[src/csc_defines.vh]
// Constants for the command source combiner
`ifndef CSC_DEFINES_VH
`define CSC_DEFINES_VH

// Register indices on the local port
`define CSC_ADDR_W          4
`define CSC_REG_SRC_SEL     4'h0
`define CSC_REG_CTL_WORD    4'h1
`define CSC_REG_BAUD        4'h2
`define CSC_REG_STATUS      4'h3
`define CSC_REG_WORD_CNT    4'h4
`define CSC_REG_DROP_CNT    4'h5

// Source selector encodings
`define CSC_SRC_TERM        2'h0
`define CSC_SRC_SERIAL      2'h1
`define CSC_SRC_AND         2'h2
`define CSC_SRC_OR          2'h3
`define CSC_SRC_SEL_RST     10'h3FF

// Command slots, also selector field index (2 bits each)
`define CSC_NUM_CMD         5
`define CSC_CMD_COAST       0
`define CSC_CMD_QSTOP       1
`define CSC_CMD_DCBRAKE     2
`define CSC_CMD_START       3
`define CSC_CMD_REVERSE     4
// Active-low mask per command slot
`define CSC_ACT_LOW_MASK    5'h07

// Serial control word bit positions
`define CSC_CW_DCBRAKE_BIT  2
`define CSC_CW_COAST_BIT    3
`define CSC_CW_QSTOP_BIT    4
`define CSC_CW_START_BIT    6
`define CSC_CW_VALID_BIT    10
`define CSC_CW_REVERSE_BIT  15
// Word reset: active-low bits high, active-high bits low
`define CSC_CW_RST          16'h001C

// Bit-rate selection
`define CSC_BAUD_W          3
`define CSC_BAUD_RST        3'h5
`define CSC_BAUD_MAX        3'h5

// Status fields
`define CSC_ST_REJECT_BIT   8

`endif

[src/csc_combiner.v]
// Command source combiner: selectors, serial word latch, resolved commands
`timescale 1ns/100ps
`default_nettype none

module csc_combiner (
  // Clock and reset
  input  wire        clk_in,
  input  wire        reset_n_in,
  // Local register port
  input  wire [3:0]  reg_addr_in,
  input  wire [15:0] reg_wdata_in,
  input  wire        reg_wr_in,
  input  wire        reg_rd_in,
  output reg  [15:0] reg_rdata_out,
  // Serial control word from the bus master
  input  wire [15:0] ser_word_in,
  input  wire        ser_word_stb_in,
  // Bit-rate write attempt arriving over the serial link
  input  wire        ser_baud_wr_in,
  // Terminal inputs
  input  wire        term_coast_n_in,
  input  wire        term_qstop_n_in,
  input  wire        term_dcbrake_n_in,
  input  wire        term_start_in,
  input  wire        term_reverse_in,
  // Resolved commands, active high
  output reg         coast_req_out,
  output reg         qstop_req_out,
  output reg         dcbrake_req_out,
  output reg         start_req_out,
  output reg         reverse_req_out,
  // Bit-rate selection for the serial link
  output reg  [2:0]  baud_sel_out
);

`include "csc_defines.vh"

  reg  [9:0]  src_sel_q;
  reg  [15:0] ctl_word_q;
  reg  [2:0]  baud_q;
  reg         reject_q;
  reg  [15:0] word_cnt_q;
  reg  [15:0] drop_cnt_q;
  reg  [4:0]  cmd_q;
  reg  [15:0] rdata_d;

  wire [4:0]  term_vec;
  wire [4:0]  ser_vec;
  wire [4:0]  req_vec;
  wire        word_ok;
  wire        word_bad;
  wire        sel_wr;
  wire        baud_wr;
  wire        status_wr;
  wire        reject_clr;

  // Source gathering per command slot
  assign term_vec[`CSC_CMD_COAST]   = term_coast_n_in;
  assign term_vec[`CSC_CMD_QSTOP]   = term_qstop_n_in;
  assign term_vec[`CSC_CMD_DCBRAKE] = term_dcbrake_n_in;
  assign term_vec[`CSC_CMD_START]   = term_start_in;
  assign term_vec[`CSC_CMD_REVERSE] = term_reverse_in;

  assign ser_vec[`CSC_CMD_COAST]   = ctl_word_q[`CSC_CW_COAST_BIT];
  assign ser_vec[`CSC_CMD_QSTOP]   = ctl_word_q[`CSC_CW_QSTOP_BIT];
  assign ser_vec[`CSC_CMD_DCBRAKE] = ctl_word_q[`CSC_CW_DCBRAKE_BIT];
  assign ser_vec[`CSC_CMD_START]   = ctl_word_q[`CSC_CW_START_BIT];
  assign ser_vec[`CSC_CMD_REVERSE] = ctl_word_q[`CSC_CW_REVERSE_BIT];

  // Local write decode
  assign sel_wr     = reg_wr_in && (reg_addr_in == `CSC_REG_SRC_SEL);
  assign baud_wr    = reg_wr_in && (reg_addr_in == `CSC_REG_BAUD);
  assign status_wr  = reg_wr_in && (reg_addr_in == `CSC_REG_STATUS);
  assign reject_clr = status_wr && reg_wdata_in[`CSC_ST_REJECT_BIT];

  // Only words flagged valid replace the latched serial bits
  assign word_ok  = ser_word_stb_in && ser_word_in[`CSC_CW_VALID_BIT];
  assign word_bad = ser_word_stb_in && !ser_word_in[`CSC_CW_VALID_BIT];

  // One combiner per command
  genvar g;
  generate
    for (g = 0; g < `CSC_NUM_CMD; g = g + 1) begin : g_cmd
      csc_source_mux #(
        .ACT_LOW (((`CSC_ACT_LOW_MASK >> g) & 1) != 0)
      ) u_mux (
        .sel_in  (src_sel_q[2*g+1:2*g]),
        .term_in (term_vec[g]),
        .ser_in  (ser_vec[g]),
        .req_out (req_vec[g])
      );
    end
  endgenerate

  // Source selectors, OR combination after reset
  always @(posedge clk_in or negedge reset_n_in) begin
    if (!reset_n_in) begin
      src_sel_q <= `CSC_SRC_SEL_RST;
    end else if (sel_wr) begin
      src_sel_q <= reg_wdata_in[9:0];
    end
  end

  // Latched serial control word
  always @(posedge clk_in or negedge reset_n_in) begin
    if (!reset_n_in) begin
      ctl_word_q <= `CSC_CW_RST;
    end else if (word_ok) begin
      ctl_word_q <= ser_word_in;
    end
  end

  // Bit rate: local port only; out-of-range values ignored
  always @(posedge clk_in or negedge reset_n_in) begin
    if (!reset_n_in) begin
      baud_q <= `CSC_BAUD_RST;
    end else if (baud_wr && (reg_wdata_in[2:0] <= `CSC_BAUD_MAX)) begin
      baud_q <= reg_wdata_in[2:0];
    end
  end

  // Sticky flag for a refused serial bit-rate change; set wins over clear
  always @(posedge clk_in or negedge reset_n_in) begin
    if (!reset_n_in) begin
      reject_q <= 1'b0;
    end else if (ser_baud_wr_in) begin
      reject_q <= 1'b1;
    end else if (reject_clr) begin
      reject_q <= 1'b0;
    end
  end

  // Word counters wrap, for link health checks
  always @(posedge clk_in or negedge reset_n_in) begin
    if (!reset_n_in) begin
      word_cnt_q <= 16'h0000;
      drop_cnt_q <= 16'h0000;
    end else begin
      if (word_ok) begin
        word_cnt_q <= word_cnt_q + 16'h0001;
      end
      if (word_bad) begin
        drop_cnt_q <= drop_cnt_q + 16'h0001;
      end
    end
  end

  // Registered commands; reset state is serial-inactive under OR
  always @(posedge clk_in or negedge reset_n_in) begin
    if (!reset_n_in) begin
      cmd_q <= 5'h00;
    end else begin
      cmd_q <= req_vec;
    end
  end

  always @* begin
    coast_req_out   = cmd_q[`CSC_CMD_COAST];
    qstop_req_out   = cmd_q[`CSC_CMD_QSTOP];
    dcbrake_req_out = cmd_q[`CSC_CMD_DCBRAKE];
    start_req_out   = cmd_q[`CSC_CMD_START];
    reverse_req_out = cmd_q[`CSC_CMD_REVERSE];
    baud_sel_out    = baud_q;
  end

  // Read mux; unmapped reads give zero
  always @* begin
    rdata_d = 16'h0000;
    if (reg_rd_in) begin
      case (reg_addr_in)
        `CSC_REG_SRC_SEL:  rdata_d = {6'h00, src_sel_q};
        `CSC_REG_CTL_WORD: rdata_d = ctl_word_q;
        `CSC_REG_BAUD:     rdata_d = {13'h0000, baud_q};
        `CSC_REG_STATUS:   rdata_d = {7'h00, reject_q, 3'h0, cmd_q};
        `CSC_REG_WORD_CNT: rdata_d = word_cnt_q;
        `CSC_REG_DROP_CNT: rdata_d = drop_cnt_q;
        default:           rdata_d = 16'h0000;
      endcase
    end
  end

  // Read data stand one cycle after the strobe only
  always @(posedge clk_in or negedge reset_n_in) begin
    if (!reset_n_in) begin
      reg_rdata_out <= 16'h0000;
    end else begin
      reg_rdata_out <= rdata_d;
    end
  end

endmodule // csc_combiner

`default_nettype wire

[src/csc_source_mux.v]
// One command's source combiner, combinational
`timescale 1ns/100ps
`default_nettype none

module csc_source_mux #(
  parameter ACT_LOW = 1'b0
) (
  // Selection
  input  wire [1:0] sel_in,
  // Sources, in their own polarity
  input  wire       term_in,
  input  wire       ser_in,
  // Resolved request, active high
  output reg        req_out
);

`include "csc_defines.vh"

  wire term_req;
  wire ser_req;

  // Combine on the asserted level, so AND/OR act on requests
  assign term_req = term_in ^ ACT_LOW;
  assign ser_req  = ser_in ^ ACT_LOW;

  always @* begin
    case (sel_in)
      `CSC_SRC_TERM:   req_out = term_req;
      `CSC_SRC_SERIAL: req_out = ser_req;
      `CSC_SRC_AND:    req_out = term_req & ser_req;
      `CSC_SRC_OR:     req_out = term_req | ser_req;
      default:         req_out = term_req | ser_req;
    endcase
  end

endmodule // csc_source_mux

`default_nettype wire

[config.mk]
export PLATFORM = sky130hd
export DESIGN_NAME = csc_combiner
export DESIGN_NICKNAME = d
export VERILOG_FILES = /design/src/csc_combiner.v /design/src/csc_source_mux.v
export VERILOG_INCLUDE_DIRS = /design/src
export SDC_FILE = /design/constraint.sdc
export NUM_CORES = 1
export LEC_CHECK = 0
export BUFFER_PORTS_ARGS = -buffer_cell sky130_fd_sc_hd__buf_4
export CAP_MARGIN = 15
export CORE_MARGIN = 8
export CORE_UTILIZATION = 55
export DETAILED_ROUTE_END_ITERATION = 8
export GPL_TIMING_DRIVEN = 0
export PLACE_DENSITY_LB_ADDON = 0.15
export SLEW_MARGIN = 10
export SYNTH_ARGS = -nofsm -noshare
export SYNTH_HDL_FRONTEND = slang
export SYNTH_SLANG_ARGS = --single-unit
export TNS_END_PERCENT = 20
[constraint.sdc]
create_clock -name clk_in -period 4.1 [get_ports clk_in]
set_input_delay 0.41 -clock clk_in [delete_from_list [all_inputs] [get_ports clk_in]]
set_output_delay 0.41 -clock clk_in [all_outputs]
set_load 0.03 [all_outputs]
==> flow_summary.json <==
{
  "swShare_pct": 28.6,
  "seqPwrFrac_pct": 51.4,
  "cp.arrival_ns": 1.77,
  "regToRegStartpoint": "word_cnt_q[0]$_DFFE_PN0P_",
  "critPathTopFamily": "simple AND/OR/NAND/NOR gates",
  "crit_type": "reg -> reg",
  "cp_slowest_cell": "dfrtp_1",
  "crit_top_cell": "nand3_1",
  "finalHoldViolCount": 0,
  "rsz0062_at_grt": "no",
  "die_y_um": 99.1,
  "fin_util_pct": 68.1,
  "num_vias": 2552,
  "static-leakage-power_nw": 2.09,
  "netlist_area_um2": 3790,
  "syn_to_final_growth_pct": 20.6,
  "start_util_pct": 56.5,
  "core_um2": 6720,
  "grt_first_pass_wirelength_mm": 13.6,
  "drt-total-wl_mm": 8.03,
  "drtPass1Iterations": 4,
  "clkPwrFrac_pct": 29.7,
  "clk_path_buf_depth": 2,
  "crit_fanout": 5,
  "dp_slack_ns": 2.47,
  "cp-end-kind": "flop",
  "p_switching_mw": 0.620,
  "cts_tree": "built",
  "clock_sinks": 83,
  "cpPeakStageDelay_ns": 0.47,
  "period_share_pct": 37.7,
  "final_cell_mix": "68 x dfrtp_1, 65 x buf_4, 32 x mux2_2, 24 x xnor2_1, 23 x nor2_1",
  "cts.hold.buffers_added": 0,
  "cts_setup_buffers": 0,
  "startpoint": "word_cnt_q[0]$_DFFE_PN0P_",
  "slew-limit-headroom_pct": 31.9,
  "vdd_drop_max_mv": 0.303,
  "setup_viol": 0,
  "nFillCells": 512,
  "cp.required_ns": 4.33,
  "vias_per_cell": 5.72,
  "n_antenna_cell": 0,
  "setup_slack_ns": 2.55,
  "die_w_um": 99.1,
  "cts_root_buf": "clkbuf_8",
  "ys_seq_area_share_pct": 55.2,
  "yosys_register_bits": 83,
  "die_area_um2": 9810,
  "h-tree-depth": 3,
  "synthCells": 289,
  "max_freq_ghz": 0.647,
  "grt_pass1_vias": 2597,
  "grt_max_degree": 84,
  "wl_per_cell_um": 18.0,
  "post_cts_resized": 0,
  "detail-route-antenna-nets": 0,
  "fin_setup_tns_ns": 0,
  "final_nets": 411,
  "status": "completed",
  "crit_chain": "ha_1 -> nand3_1 -> nor4_2 -> nand3_1 -> xnor2_1",
  "synth.distinct_cells": 38,
  "grt_use_total_pct": 17.5,
  "clk_latency_ns": 0.34,
  "synthArstFlopShare_pct": 100,
  "rows": 30,
  "yosys_warnings": 0,
  "worstHoldPathType": "in -> async",
  "cp-start-kind": "flop",
  "final_common_cell": "dfrtp_1",
  "avgSynthCellArea_um2": 13.1,
  "antenna_found_initial": 0,
  "place_congestion": 0.781,
  "grt-ovfl-total": 0,
  "dp_cells": 431,
  "fin_worst_skew_ns": 0.0100,
  "hpwlAfterDp_mm": 6.01,
  "drc": 0,
  "drtIter0Drc": 174,
  "combPwrFrac_pct": 18.9,
  "final_max_slew_viol_count": 0,
  "clkTransAtPathRegs_ns": 0.09,
  "cp.buffers_inverters": 0,
  "powerDensity_nw_per_um2": 473,
  "tightest_slew_ns": 1.02,
  "numCtsBuffers": 9,
  "drv_cap": 0,
  "portBuffers": 62,
  "period_needed_ns": 1.55,
  "fin_cells": 446,
  "yosys_most_used_dff": "dfrtp_1",
  "syn_nets": 338,
  "synth-edff-count": 0,
  "drive_gt1_share_pct": 39.9,
  "ios": 71,
  "p_int_mw": 1.54
}
-- path summary, 6_finish.rpt --
kind                                              end  slack [ns]  cells past startpoint
max reg2reg                word_cnt_q[14]$_DFFE_PN0P_        2.55                      5
min in group clk_in              reject_q$_DFFE_PN0P_        0.24                      2
max                        word_cnt_q[14]$_DFFE_PN0P_        2.55                      5
max in group asynchronous   word_cnt_q[3]$_DFFE_PN0P_        3.20                      1
min reg2reg                drop_cnt_q[15]$_DFFE_PN0P_        0.48                      1
min                        reg_rdata_out[3]$_DFF_PN0_        0.21                      1
-- worst register-to-register path, delay by kind of cell (launching register included) --
family	cells	cell delay, ns
flip-flops	1	0.47
adder cells (fa/ha/maj)	1	0.19
AND/OR/NAND/NOR	3	0.63
XOR/XNOR	1	0.15
-- power groups by stage --
stage	clock (mW)	combinational, mW	sequential, mW
2_1_floorplan	0	0.236	1.12
3_3_place_gp	0	0.403	1.12
3_5_place_dp	0	0.414	1.13
4_1_cts	0.655	0.414	1.11
5_1_grt	0.692	0.449	1.13
6_report	0.642	0.409	1.11
-- layer usage --
layer | track usage (%) | vias up | share of wire, %
met5 | 0 | - | 0
met4 | 3.84 | 0 | 0.80
met3 | 5.71 | 7 | 6.5
met2 | 25.6 | 67 | 45
met1 | 24.6 | 1294 | 47
li1 | - | 1184 | -
-- kinds of logic (layout without fill, tap and decap cells) --
logic type	Yosys count	in the layout	share of synthesized area, %
mux	48	48	17.3
flops	83	83	55.2
xor+xnor	33	33	7.62
simple gates	88	88	12.6
compound gates	24	24	4.22
fa+ha+maj	2	2	0.659
buf+inv	11	88	2.37
-- synth_stat cells, drive strengths merged (3+ instances only) --
library cell	n	share of area, %
a21oi	3	0.40
nand2b	4	0.66
o21ai	6	0.79
mux4	10	6.2
xor2	9	2.1
dfstp	15	10
and3	9	1.5
xnor2	24	5.5
mux2i	6	1.6
nand2	16	1.6
nor2	23	2.3
mux2	32	9.5
and4	4	0.92
a22oi	12	2.4
buf	8	1.8
nand3	14	1.8
nand4	5	0.82
dfrtp	68	45
and2	3	0.49
-- area by class of cell --
cell class	instances	area [µm²]	share of cell area, %
Inverter	2	7.51	0.164
Tap cell	80	100	2.19
Buffer	9	82.6	1.80
Sequential cell	83	2100	45.8
Clock inverter	5	77.6	1.70
Multi-Input combinational cell	195	1610	35.2
Timing Repair Buffer	62	465	10.2
Clock buffer	10	138	3.01
-- sequential cells by signal, summed over array words and instances (netlist names) --
register,cells
src_sel_q,10
baud_sel_out,3
reg_rdata_out,16
ctl_word_q,16
reject_q,1
word_cnt_q,16
cmd_q,5
drop_cnt_q,16
-- through the flow --
| stage | hold slack, ns | total power [mW] | area, µm² |
|---|---|---|---|
| after floorplan | 0.114 | 1.36 | 3790 |
| after global placement | 0.454 | 1.52 | 4360 |
| after detailed placement | 0.460 | 1.54 | 4360 |
| after CTS | 0.226 | 2.18 | 4580 |
| after global routing | 0.220 | 2.27 | 4580 |
| final | 0.212 | 2.16 | 4580 |
No activity file was read; power rests on OpenSTA's default activity.
